==> src/design/lcdsm_pkg.sv <==
// Purpose: Constants and types of the LCD segment memory and bias block
// Assumes: 8-bit SFR bus, one clock
// Notes: Bit positions inside the config registers are fixed here
package lcdsm_pkg;
  // SFR addresses
  localparam logic [7:0] ADDR_MAIN_CFG = 8'h95;
  localparam logic [7:0] ADDR_SEG_EN_LO = 8'h97;
  localparam logic [7:0] ADDR_VOLT_CFG = 8'h9c;
  localparam logic [7:0] ADDR_PTR = 8'hac;
  localparam logic [7:0] ADDR_DAT = 8'hae;
  localparam logic [7:0] ADDR_UPD = 8'hb1;
  localparam logic [7:0] ADDR_SEG_EN_HI = 8'hed;
  // Reset values
  localparam logic [7:0] RST_REG = 8'h00;
  // Main config fields
  localparam int MAIN_ENABLE_BIT = 7;
  localparam int MAIN_BATT_OFF_BIT = 6;
  localparam int MAIN_CLEAR_BIT = 4;
  localparam int MAIN_MUX_LSB = 0;
  // Mux level codes
  localparam logic [1:0] MUX_3X = 2'h2;
  localparam logic [1:0] MUX_4X = 2'h3;
  // Voltage config fields
  localparam int VOLT_EXT_BIT = 6;
  localparam int BIAS_W = 6;
  // Pointer fields
  localparam int PTR_WRITE_BIT = 7;
  localparam int PTR_ADDR_W = 4;
  // Update control freeze bit
  localparam int UPD_FREEZE_BIT = 0;
  // Segment memory shape
  localparam int MEM_BYTES = 15;
  localparam logic [3:0] MEM_LAST = 4'he;
  localparam int SEG_LINES = 29;
  localparam int SEG_FIXED = 16;
  localparam int SEG_SHARED_HI = 2;
  // Memory storage state
  typedef struct packed {
    logic [MEM_BYTES-1:0][7:0] mem;
  } lcdsm_mem_t;
  // Register state of the main block
  typedef struct packed {
    logic [7:0] main_cfg;
    logic [7:0] seg_en_lo;
    logic [7:0] volt_cfg;
    logic [7:0] ptr;
    logic [7:0] dat;
    logic [7:0] upd;
    logic [7:0] seg_en_hi;
    logic [MEM_BYTES-1:0][7:0] shown;
  } lcdsm_regs_t;
endpackage

==> src/design/lcdsm_ctrl.sv <==
// Purpose: LCD segment memory access, freeze, bias and pin selection
// Assumes: SFR bus with one-cycle write strobe, battery mode as input
// Notes: Display output lags memory by one cycle when not frozen
`timescale 1ns/10ps
`default_nettype none
////////////////////////////////////////////////////////////////////////////////
// Notes on behaviour
// - Byte holds even segment low, odd high
// - Clear bit or power-on zeroes memory
// - Pointer write selects byte, starts transfer
// - Pointer top bit set: data to memory
// - Pointer top bit clear: memory to data
// - Freeze holds old pattern until cleared
// - Ladder select resets zero, pump default
// - External ladder: no pump, bias ignored
// - Pump off while display is disabled
// - Six-bit bias level, 64 steps
// - Battery mode: on only if enabled, not off
// - Display off keeps config and memory
// - Segments 0-15 and 26 fixed, 16-25 per enable
// - Four-way mux turns 27, 28 into commons
module lcdsm_ctrl (
  input wire logic clk,
  input wire logic nrst,
  input wire logic [7:0] sfr_addr,
  input wire logic [7:0] sfr_wdata,
  input wire logic sfr_we,
  output logic [7:0] sfr_rdata,
  input wire logic battery_low_power_mode,
  output logic [119:0] seg_pattern,
  output logic display_on,
  output logic pump_enable,
  output logic [5:0] bias_level_out,
  output logic [28:0] segment_line_en,
  output logic [1:0] common_line_shared
);
  lcdsm_pkg::lcdsm_regs_t s_r; // Registered state
  lcdsm_pkg::lcdsm_regs_t s_nxt; // Next state
  logic [14:0][7:0] mem_bytes; // Live memory view
  logic [119:0] mem_flat; // Memory from store
  logic [7:0] mem_rdata; // Addressed byte
  logic ptr_wr; // Pointer written this cycle
  logic mem_wr; // Data to memory
  logic mem_clr; // Clear memory
  logic [3:0] ptr_idx; // Addressed byte index
  logic [1:0] mux_lvl; // Multiplex level
  logic ext_ladder; // External ladder chosen
  logic enable_bit; // Display enable
  logic batt_off; // Off in battery mode

  ////////////////////////////////////////////////////////////////////////////
  // Decode
  function automatic logic hit(input logic [7:0] a, input logic [7:0] r);
    hit = (a == r);
  endfunction

  assign ptr_wr = sfr_we && hit(sfr_addr, lcdsm_pkg::ADDR_PTR);
  // Pointer bits 6:4 are don't-care; only the index nibble selects a byte
  assign ptr_idx = sfr_wdata[lcdsm_pkg::PTR_ADDR_W-1:0];
  assign mem_wr = ptr_wr && sfr_wdata[lcdsm_pkg::PTR_WRITE_BIT];
  // Clear fires on a write with the clear bit set
  assign mem_clr = sfr_we && hit(sfr_addr, lcdsm_pkg::ADDR_MAIN_CFG)
                   && sfr_wdata[lcdsm_pkg::MAIN_CLEAR_BIT];
  assign mem_bytes = mem_flat;
  // Configuration fields pulled out of the stored registers
  assign mux_lvl = s_r.main_cfg[lcdsm_pkg::MAIN_MUX_LSB +: 2];
  assign ext_ladder = s_r.volt_cfg[lcdsm_pkg::VOLT_EXT_BIT];
  assign enable_bit = s_r.main_cfg[lcdsm_pkg::MAIN_ENABLE_BIT];
  assign batt_off = s_r.main_cfg[lcdsm_pkg::MAIN_BATT_OFF_BIT];

  ////////////////////////////////////////////////////////////////////////////
  // Segment memory; the data register is the only write source
  // Store takes the data register as held, so software must load it first
  lcdsm_seg_mem u_mem (
    .clk(clk),
    .nrst(nrst),
    .clear(mem_clr),
    .wr_en(mem_wr),
    .addr(ptr_idx),
    .wdata(s_r.dat),
    .rdata(mem_rdata),
    .mem_flat(mem_flat)
  );

  ////////////////////////////////////////////////////////////////////////////
  // Register writes and transfers
  always_comb begin
    s_nxt = s_r;
    if (sfr_we) begin
      unique case (sfr_addr)
        // Clear bit never stays set
        lcdsm_pkg::ADDR_MAIN_CFG: begin
          s_nxt.main_cfg = sfr_wdata & ~(8'h01 << lcdsm_pkg::MAIN_CLEAR_BIT);
        end
        // Enables for pins 16 to 23
        lcdsm_pkg::ADDR_SEG_EN_LO: begin
          s_nxt.seg_en_lo = sfr_wdata;
        end
        // Ladder select and bias level share one register
        lcdsm_pkg::ADDR_VOLT_CFG: begin
          s_nxt.volt_cfg = sfr_wdata;
        end
        lcdsm_pkg::ADDR_PTR: begin
          s_nxt.ptr = sfr_wdata;
          // Read transfer; byte past the end gives zero
          if (!sfr_wdata[lcdsm_pkg::PTR_WRITE_BIT]) begin
            s_nxt.dat = mem_rdata;
          end
        end
        // Data register, source of the next pointer write
        lcdsm_pkg::ADDR_DAT: begin
          s_nxt.dat = sfr_wdata;
        end
        // Freeze control for glitch-free updates
        lcdsm_pkg::ADDR_UPD: begin
          s_nxt.upd = sfr_wdata;
        end
        // Enables for pins 24 and 25; upper bits are plain storage
        lcdsm_pkg::ADDR_SEG_EN_HI: begin
          s_nxt.seg_en_hi = sfr_wdata;
        end
        // Other SFRs belong elsewhere
        default: begin
          s_nxt = s_r;
        end
      endcase
    end
    // Freeze holds the shown copy; writes to memory stay invisible
    if (!s_r.upd[lcdsm_pkg::UPD_FREEZE_BIT]) begin
      s_nxt.shown = mem_bytes;
    end
  end

  // State register; display off touches none of it
  always_ff @(posedge clk or negedge nrst) begin
    if (!nrst) begin
      s_r <= '0;
    end else begin
      s_r <= s_nxt;
    end
  end

  ////////////////////////////////////////////////////////////////////////////
  // Read mux; reads have no side effects
  always_comb begin
    unique case (sfr_addr)
      lcdsm_pkg::ADDR_MAIN_CFG: sfr_rdata = s_r.main_cfg;
      lcdsm_pkg::ADDR_SEG_EN_LO: sfr_rdata = s_r.seg_en_lo;
      lcdsm_pkg::ADDR_VOLT_CFG: sfr_rdata = s_r.volt_cfg;
      lcdsm_pkg::ADDR_PTR: sfr_rdata = s_r.ptr;
      lcdsm_pkg::ADDR_DAT: sfr_rdata = s_r.dat;
      lcdsm_pkg::ADDR_UPD: sfr_rdata = s_r.upd;
      lcdsm_pkg::ADDR_SEG_EN_HI: sfr_rdata = s_r.seg_en_hi;
      // Unmapped addresses read zero so other SFRs can share the bus
      default: sfr_rdata = 8'h00;
    endcase
  end

  ////////////////////////////////////////////////////////////////////////////
  // Panel side
  // Byte n low nibble is segment 2n, high nibble 2n+1, bit = common
  assign seg_pattern = s_r.shown;
  // Battery mode needs enable set and battery-off clear
  assign display_on = battery_low_power_mode ? (enable_bit && !batt_off)
                                             : enable_bit;
  // Pump runs only while shown and not on ladder
  assign pump_enable = display_on && !ext_ladder;
  // Bias meaningless on ladder, forced to zero
  assign bias_level_out = ext_ladder ? 6'h00
                                     : s_r.volt_cfg[lcdsm_pkg::BIAS_W-1:0];

  // Pin function per segment line
  genvar g;
  generate
    // Lines 0 to 15 are always segments
    for (g = 0; g < lcdsm_pkg::SEG_FIXED; g++) begin : g_fixed
      assign segment_line_en[g] = 1'b1;
    end
    // Low enable byte covers lines 16 to 23, bit n on line 16+n
    for (g = 0; g < 8; g++) begin : g_lo
      assign segment_line_en[lcdsm_pkg::SEG_FIXED + g] = s_r.seg_en_lo[g];
    end
    // High enable byte drives two lines; the rest is storage only
    for (g = 0; g < lcdsm_pkg::SEG_SHARED_HI; g++) begin : g_hi
      assign segment_line_en[24 + g] = s_r.seg_en_hi[g];
    end
  endgenerate
  assign segment_line_en[26] = 1'b1;
  // 4x takes 27 for common 3; 3x or 4x takes 28 for common 2
  assign segment_line_en[27] = (mux_lvl != lcdsm_pkg::MUX_4X);
  assign segment_line_en[28] = (mux_lvl < lcdsm_pkg::MUX_3X);
  assign common_line_shared = {!segment_line_en[27], !segment_line_en[28]};

  ////////////////////////////////////////////////////////////////////////////
  // Checks
  chk_ptr_write_mem: assert property (@(posedge clk) disable iff (!nrst)
    (mem_wr && ptr_idx <= lcdsm_pkg::MEM_LAST && !mem_clr)
    |=> mem_bytes[$past(ptr_idx)] == $past(s_r.dat))
    else $error("pointer write did not store data");
  chk_ptr_read_dat: assert property (@(posedge clk) disable iff (!nrst)
    (ptr_wr && !sfr_wdata[7] && ptr_idx <= lcdsm_pkg::MEM_LAST)
    |=> s_r.dat == $past(mem_bytes[ptr_idx]))
    else $error("pointer read did not load data");
  chk_oob_read_zero: assert property (@(posedge clk) disable iff (!nrst)
    (ptr_wr && !sfr_wdata[7] && ptr_idx > lcdsm_pkg::MEM_LAST) |=> s_r.dat == 8'h00)
    else $error("out of range read not zero");
  chk_oob_write_keep: assert property (@(posedge clk) disable iff (!nrst)
    (mem_wr && ptr_idx > lcdsm_pkg::MEM_LAST) |=> $stable(mem_flat))
    else $error("out of range write changed memory");
  chk_clear_mem: assert property (@(posedge clk) disable iff (!nrst)
    mem_clr |=> mem_flat == '0)
    else $error("memory not cleared");
  chk_freeze_hold: assert property (@(posedge clk) disable iff (!nrst)
    s_r.upd[0] |=> $stable(seg_pattern))
    else $error("frozen pattern changed");
  chk_unfreeze_show: assert property (@(posedge clk) disable iff (!nrst)
    !s_r.upd[0] |=> seg_pattern == $past(mem_flat))
    else $error("pattern not following memory");
  chk_ladder_pump: assert property (@(posedge clk) disable iff (!nrst)
    ext_ladder |-> !pump_enable && bias_level_out == 6'h00)
    else $error("pump or bias active on ladder");
  chk_pump_off: assert property (@(posedge clk) disable iff (!nrst)
    !enable_bit |-> !pump_enable && !display_on)
    else $error("pump on with display disabled");
  chk_batt_off: assert property (@(posedge clk) disable iff (!nrst)
    (battery_low_power_mode && batt_off) |-> !display_on)
    else $error("display on in battery off");
  chk_mux4_pins: assert property (@(posedge clk) disable iff (!nrst)
    mux_lvl == 2'h3 |-> segment_line_en[28:27] == 2'b00 && common_line_shared == 2'b11)
    else $error("4x mux left shared pins as segments");
  chk_fixed_segs: assert property (@(posedge clk) disable iff (!nrst)
    segment_line_en[15:0] == 16'hffff)
    else $error("fixed segment disabled");

  ////////////////////////////////////////////////////////////////////////////
  // Further checks, grouped by the logic they guard
  // Register loads
  // Pointer keeps its whole byte for readback
  chk_ptr_reg_load: assert property (@(posedge clk) disable iff (!nrst)
    ptr_wr |=> s_r.ptr == $past(sfr_wdata))
    else $error("pointer register not loaded");
  // Data register takes a direct write
  chk_dat_reg_load: assert property (@(posedge clk) disable iff (!nrst)
    (sfr_we && sfr_addr == lcdsm_pkg::ADDR_DAT) |=> s_r.dat == $past(sfr_wdata))
    else $error("data register not loaded");
  // Freeze register follows software
  chk_freeze_reg_load: assert property (@(posedge clk) disable iff (!nrst)
    (sfr_we && sfr_addr == lcdsm_pkg::ADDR_UPD) |=> s_r.upd == $past(sfr_wdata))
    else $error("update control not loaded");
  // Ladder select and bias stored as written
  chk_volt_reg_load: assert property (@(posedge clk) disable iff (!nrst)
    (sfr_we && sfr_addr == lcdsm_pkg::ADDR_VOLT_CFG) |=> s_r.volt_cfg == $past(sfr_wdata))
    else $error("voltage config not loaded");
  // Clear is a pulse; a stuck bit would wipe every later write
  chk_clear_self: assert property (@(posedge clk) disable iff (!nrst)
    !s_r.main_cfg[lcdsm_pkg::MAIN_CLEAR_BIT])
    else $error("clear bit stayed set");
  // Memory transfers
  // Store direction must not disturb the data register
  chk_write_keeps_dat: assert property (@(posedge clk) disable iff (!nrst)
    mem_wr |=> $stable(s_r.dat))
    else $error("pointer write changed data register");
  // Load direction must not disturb the memory
  chk_read_keeps_mem: assert property (@(posedge clk) disable iff (!nrst)
    (ptr_wr && !sfr_wdata[lcdsm_pkg::PTR_WRITE_BIT] && !mem_clr) |=> $stable(mem_flat))
    else $error("pointer read changed memory");
  // Switching the display off keeps the memory
  chk_off_keeps_mem: assert property (@(posedge clk) disable iff (!nrst)
    ($fell(display_on) && !mem_clr && !mem_wr) |=> $stable(mem_flat))
    else $error("display off changed memory");
  // Drive control
  // Bias passes through while the pump is chosen
  chk_bias_pass: assert property (@(posedge clk) disable iff (!nrst)
    !ext_ladder |-> bias_level_out == s_r.volt_cfg[lcdsm_pkg::BIAS_W-1:0])
    else $error("bias level not passed through");
  // Pump runs whenever a shown display needs it
  chk_pump_on: assert property (@(posedge clk) disable iff (!nrst)
    (display_on && !ext_ladder) |-> pump_enable)
    else $error("pump off with display shown");
  // Battery mode with enable set and off bit clear shows the display
  chk_batt_on: assert property (@(posedge clk) disable iff (!nrst)
    (battery_low_power_mode && enable_bit && !batt_off) |-> display_on)
    else $error("display off in battery mode");
  // Outside battery mode only the enable bit counts
  chk_mains_on: assert property (@(posedge clk) disable iff (!nrst)
    !battery_low_power_mode |-> display_on == enable_bit)
    else $error("display state not following enable");
  // Pin use
  // Low enable byte lands on lines 16 to 23
  chk_seg_lo_load: assert property (@(posedge clk) disable iff (!nrst)
    (sfr_we && sfr_addr == lcdsm_pkg::ADDR_SEG_EN_LO) |=> segment_line_en[23:16] == $past(sfr_wdata))
    else $error("low segment enables wrong");
  // High enable bits land on lines 24 and 25
  chk_seg_hi_load: assert property (@(posedge clk) disable iff (!nrst)
    (sfr_we && sfr_addr == lcdsm_pkg::ADDR_SEG_EN_HI) |=> segment_line_en[25:24] == $past(sfr_wdata[1:0]))
    else $error("high segment enables wrong");
  // Three-way mux takes only line 28 for a common
  chk_mux3_pins: assert property (@(posedge clk) disable iff (!nrst)
    mux_lvl == lcdsm_pkg::MUX_3X |-> segment_line_en[28:27] == 2'b01 && common_line_shared == 2'b01)
    else $error("3x mux pin use wrong");
  // Lower mux levels leave both shared pins as segments
  chk_low_mux_pins: assert property (@(posedge clk) disable iff (!nrst)
    mux_lvl < lcdsm_pkg::MUX_3X |-> segment_line_en[28:26] == 3'b111 && common_line_shared == 2'b00)
    else $error("low mux took a shared pin");
endmodule
`default_nettype wire

==> src/design/lcdsm_seg_mem.sv <==
// Purpose: 15-byte segment memory in flip-flops
// Assumes: one write per cycle, clear has priority
// Notes: Out-of-range addresses are ignored and read as zero
`timescale 1ns/10ps
`default_nettype none
module lcdsm_seg_mem (
  input wire logic clk,
  input wire logic nrst,
  input wire logic clear,
  input wire logic wr_en,
  input wire logic [3:0] addr,
  input wire logic [7:0] wdata,
  output logic [7:0] rdata,
  output logic [119:0] mem_flat
);
  lcdsm_pkg::lcdsm_mem_t s_r; // Stored bytes
  lcdsm_pkg::lcdsm_mem_t s_nxt; // Next bytes
  logic in_range; // Address hits an implemented byte

  assign in_range = (addr <= lcdsm_pkg::MEM_LAST);
  // Unimplemented bytes read as zero
  assign rdata = in_range ? s_r.mem[addr] : 8'h00;
  assign mem_flat = s_r.mem;

  // Next state: clear beats write
  always_comb begin
    s_nxt = s_r;
    if (clear) begin
      s_nxt.mem = '0;
    end else if (wr_en && in_range) begin
      s_nxt.mem[addr] = wdata;
    end
  end

  // Power-on reset empties the memory
  always_ff @(posedge clk or negedge nrst) begin
    if (!nrst) begin
      s_r <= '0;
    end else begin
      s_r <= s_nxt;
    end
  end
endmodule
`default_nettype wire

==> config.mk <==
export PLATFORM = sky130hd
export DESIGN_NAME = lcdsm_ctrl
export DESIGN_NICKNAME = d
export VERILOG_FILES = /design/src/design/lcdsm_pkg.sv /design/src/design/lcdsm_ctrl.sv /design/src/design/lcdsm_seg_mem.sv
export SDC_FILE = /design/constraint.sdc
export NUM_CORES = 1
export LEC_CHECK = 0
export ABC_AREA = 1
export BUFFER_PORTS_ARGS = -buffer_cell sky130_fd_sc_hd__buf_2
export CAP_MARGIN = 30
export CORE_MARGIN = 4
export CORE_UTILIZATION = 50
export DETAILED_ROUTE_END_ITERATION = 7
export GPL_TIMING_DRIVEN = 1
export MAX_ROUTING_LAYER = met4
export PLACE_DENSITY = 0.7
export SETUP_SLACK_MARGIN = 0.1
export SLEW_MARGIN = 10
export SYNTH_ARGS = -nofsm -noshare
export SYNTH_HDL_FRONTEND = slang
export SYNTH_HIERARCHICAL = 1
export SYNTH_SLANG_ARGS = --single-unit
==> constraint.sdc <==
create_clock -name clk -period 1.8 [get_ports clk]
set_input_delay 0.18 -clock clk [delete_from_list [all_inputs] [get_ports clk]]
set_output_delay 0.18 -clock clk [all_outputs]
set_load 0.02 [all_outputs]
==> After elaboration in Yosys (flattened, before gate mapping) <==
Index checks and enable logic that the tools add are counted.
{ "totals": {"input_bits": 20, "output_inout_bits": 167, "regBits": 295, "elab_cells": 85} }
{ "classes": {"reduce_logical": 21, "magnitude_cmp": 4, "mux": 14, "eq_ne": 9} }
{ "op_table": {"columns": ["cell", "count"], "rows": [
  ["$mux 120", 3],
  ["$bwmux 120", 1],
  ["$eq 8x8->1 const B", 7],
  ["$pmux 8 s7", 1],
  ["$bmux 8 s4", 1],
  ["$demux 8 s4", 1],
  ["$mux 8", 4],
  ["$pmux 8 s2", 1],
  ["$reduce_and 2->1", 6],
  ["$logic_and 1x1->1", 8],
  ["$mux 6", 1],
  ["$lt 4x5->1 const B", 1],
  ["$ge 4x1->1 const B", 1],
  ["$le 4x4->1 const B", 1],
  ["$logic_not 1->1", 4],
  ["$ne 2x2->1 const B", 2],
  ["$reduce_bool 2->1", 2],
  ["$reduce_and 3->1", 1],
  ["$lt 2x2->1 const B", 1],
  ["$mux 1", 1]
]} }

==> Logic depth before layout (Yosys ltp) <==
{ "depth": {"word_depth": 7, "ltp_mapped": 14, "depth_no_buf": 13} }

==> Cells and area by module <==
The synthesis kept the hierarchy.
{ "modules_own_cells": {"columns": ["mod", "cells_each", "n_inst", "seq_area_each_um2", "area_per_inst_um2"], "rows": [
  ["lcdsm_ctrl", 1041, 1, 4379.2, 8575.7],
  ["lcdsm_seg_mem", 828, 1, 3002.9, 6241.0]
]} }

==> Worst setup path before layout <==
OpenSTA, ideal clock, no wires.
{ "synth_timing": {"path_type": "input to register", "startpoint": "input port sfr_addr[6]", "endpoint": "register u_mem.s_r (netlist bit u_mem/mem_flat[18])", "required_ns": 1.667, "arrival_time_ns": 1.741, "path_buffers": 3, "cell_stages": 11, "setup_slack_ns": -0.075, "path_cell_list": "inv_1 -> nand2_2 -> nor2_4 -> buf_4 -> nand3_2 -> nor2_1 -> buf_4 -> nand3_2 -> buf_4 -> nand3_1 -> o21ai_0"} }
{ "synth_between": {"elab_chain_cells": 5} }
{ "synth_lines": {"columns": ["item", "line_no", "text"], "rows": [
  ["start: declaration", "lcdsm_ctrl.sv:25", "input wire logic [7:0] sfr_addr,"],
  ["$eq 8x8->1", "lcdsm_ctrl.sv:54", "hit = (a == r);"],
  ["$logic_and 1x1->1", "lcdsm_ctrl.sv:57", "assign ptr_wr = sfr_we && hit(sfr_addr, lcdsm_pkg::ADDR_PTR);"],
  ["$logic_and 1x1->1", "lcdsm_ctrl.sv:60", "assign mem_wr = ptr_wr && sfr_wdata[lcdsm_pkg::PTR_WRITE_BIT];"],
  ["net mem_wr", "lcdsm_ctrl.sv:43", "logic mem_wr;"],
  ["$logic_and 1x1->1", "lcdsm_seg_mem.sv:30", "end else if (wr_en && in_range) begin"],
  ["$reduce_bool 2->1 (no source line)", null, null],
  ["end signal: assignment", "lcdsm_seg_mem.sv:40", "s_r <= s_nxt;"],
  ["end: declaration", "lcdsm_seg_mem.sv:16", "lcdsm_pkg::lcdsm_mem_t s_r;"]
]} }
The timed path passes the listed nets, and every way through them passes these cells.
A chain may end at the register's enable or synchronous reset.

==> Final worst setup path <==
{ "layout_timing": {"startpoint": "register s_r[136] in the netlist's numbering", "endpoint": "output port sfr_rdata[0]"} }
{ "layout_between": {"elab_chain_cells": 1} }
{ "layout_lines": {"columns": ["item", "line_no", "text"], "rows": [
  ["start: declaration", "lcdsm_ctrl.sv:37", "lcdsm_pkg::lcdsm_regs_t s_r;"],
  ["start signal: assignment", "lcdsm_ctrl.sv:139", "s_r <= s_nxt;"],
  ["$pmux 8 s7", "lcdsm_ctrl.sv:146", "unique case (sfr_addr)"],
  ["end: declaration", "lcdsm_ctrl.sv:28", "output logic [7:0] sfr_rdata,"]
]} }
No other way between the ends.

==> results_dict.tcl <==
set metrics [dict create \
    setup_violations 0 \
    placed_area_um2 15200 \
    drt-vias-per-instance 5.25 \
    critPathMaxStageDelay_ns 0.39 \
    leakage_uw 0.00935 \
    cp.arrival_ns 1.52 \
    wl_per_cell_um 17.0 \
    drtIter0Drc 1239 \
    rsz0062_at_grt "yes" \
    crit_family "flip-flops" \
    netlist.area_leader.share_pct 49.8 \
    clkLatencyLatePin_ns 0.56 \
    cts_tree "built" \
    maxCapViolations 0 \
    synth_area_per_cell_um2 7.93 \
    final_max_slew_viol_count 0 \
    skew_ns 0.00972 \
    synth_area_leaders "dfrtp_1 50%, nand2_1 21%, buf_4 8.0%" \
    die_y_um 180 \
    dieArea_um2 32500 \
    worst-setup-path-type "reg -> out" \
    critPathCaptureType "output port" \
    diodes 0 \
    synthCells 1869 \
    worstHoldPathType "in -> reg" \
    critPathBufInv 1 \
    cts-root-to-sink-buffers 3 \
    whs_ns 0.105 \
    setup_tns_ns 0 \
    port_buffers 169 \
    critPathRequiredTime_ns 1.62 \
    design_area_um2 16600 \
    grt_max_degree 66 \
    pin_count 187 \
    ant_nets 0 \
    finalCritPeriodShare_pct 94.6 \
    area_delta_synth_final_pct 12.0 \
    core-area_um2 28900 \
    gp_congestion 0.900 \
    rows 62 \
    die_w_um 180 \
    start_util_pct 51.2 \
    fin_nets 1940 \
    cts-root-buf "clkbuf_16" \
    slew_headroom_pct 52.8 \
    cp-start-kind "flop" \
    crit_fanout 2 \
    grt_first_pass_wirelength_um 64200 \
    fill_cells 2643 \
    ys_seq_elements 295 \
    antenna_found_initial 0 \
    tightest_slew_ns 0.705 \
    slowest_stage "dfrtp_1" \
    post-route-drc-count 0 \
    drive_above_1_share_pct 19.4 \
    ys_warn_count 6 \
    vias 12200 \
    grt_pass1_vias 12000 \
    seq_area_frac_synth_pct 49.8 \
    synth_top_area_cell "dfrtp_1" \
    clkSlewWorstSetupHoldPaths_ns 0.06 \
    htreeDepth 1 \
    cts_num_sinks 295 \
    overflow 0 \
    clock.fmax_mhz 587 \
    power.density_nw_per_um2 878 \
    period_minus_slack_ns 1.70 \
    outcome "complete, no violations" \
    synth_area_um2 14800 \
    crit_path_cell_trace "nand3_1, o21ai_1, nor2_2, nand2_1, buf_6" \
    hold_violations 0 \
    synth_cell_type_count 27 \
    dr.pass1.iters 5 \
    cts_made_buffers 31 \
    peakVddDrop_uv 708 \
    hpwl_um 27200 \
    grtUsageTotal_pct 24.6 \
    drt-total-wl_um 39600 \
]
## cell families after synthesis
group | share of synthesized area, %
buffers and inverters | 13.3
DFF | 49.8
other | 0.0253
and+or+nand+nor | 31.3
AOI/OAI and AO/OA | 5.58
## routing by layer
metal	part of all wire (%)	GRT usage [%]
met1	44	34.7
met2	45	37.1
met3	8.4	4.44
met4	2.9	6.84
met5	0	-
## layout by cell type, fill, tap and decap left out, types with 9 or more instances in the layout
master,instances
inv_1,67
o21ai_0,107
buf_4,52
nor2_4,10
buf_12,16
clkbuf_16,31
conb_1,17
nand3_1,171
nor2_2,17
buf_2,161
inv_2,17
nand2_1,809
nand3_2,15
clkbuf_8,9
nor2_1,36
o21ai_1,48
dfrtp_1,293
## through the flow
step,power [uW],setup slack (ns),std cells,util [%]
finish,14600,0.0973,2326,57.3
global route,15000,0.0450,2326,57.3
CTS,14700,0.0541,2317,56.8
detailed placement,7680,0.0152,2249,52.4
global placement,7670,0.0687,2249,52.4
floorplan,7350,0.106,1885,-
## registers in the layout (all words and copies together) (netlist names)
signal           flops
ext_ladder           1
seg_pattern        120
u_mem/mem_flat     120
s_r                 40
segment_line_en     10
batt_off             1
mux_lvl              2
enable_bit           1
## worst reg2reg max path, cell delays in order (launching register included)
cell and delay [ns]:
dfrtp_1 0.39, buf_4 0.13, inv_1 0.03, nor2_1 0.53, buf_12 0.23, nand3_1 0.10, nand2_1 0.09
## path summary, 6_finish.rpt
path                                       start  cells after the start  slack (ns)                 end
min in group asynchronous                   nrst                      2        0.16     seg_pattern[81]
max in group asynchronous                   nrst                      3        0.91    seg_pattern[110]
worst min register to register  seg_pattern[114]                      2        0.47    seg_pattern[114]
worst max register to register          s_r[141]                      6        0.23  u_mem/mem_flat[29]
worst max-delay path                    s_r[136]                      5         0.1        sfr_rdata[0]
worst min-delay path                sfr_wdata[3]                      4        0.11            s_r[131]
## where the power goes
group	internal [uW]	switching [uW]
clock	4370	2600
combinational	209	643
sequential	6700	36.9
total	11300	3280
## what timing repair did
item | 4_1_cts | 5_1_grt
gates cloned | 0 | 0
hold buffers | 5 | 0
pin swaps | 12 | 17
gates resized for setup | 19 | 33
setup endpoints to repair | 6 | 8
setup buffers | 8 | 9
endpoints found under the hold margin | 198 | 0
## final cells by class
cell class	instances	area [um^2]	share of cell area, %
flip-flops and latches	295	7390	44.5
multi-input cells	1265	5620	33.9
repair buffers	242	1660	10.0
clock buffers	46	922	5.56
well taps	384	480	2.90
inverters	85	320	1.93
clock inverters	9	199	1.20
## cells in the mapped netlist
library cell  number
nand2_1          811
dfrtp_1          295
nand3_1          176
buf_4            157
o21ai_0          116
inv_1             75
nor2_1            47
o21ai_1           44
clkbuf_1          39
buf_6             18
buf_2             17
inv_2             10
nand3_2           10
buf_1              9
nor2_2             8
nor2_4             8
nand2_2            7
nand2_4            5
nand3_4            5
nor2_8             4
o21a_1             2
a21oi_1            1
and2_1             1
and3_1             1
conb_1             1
nor3_4             1
o22ai_1            1
Note: power is estimated with default switching activity, not from simulation.
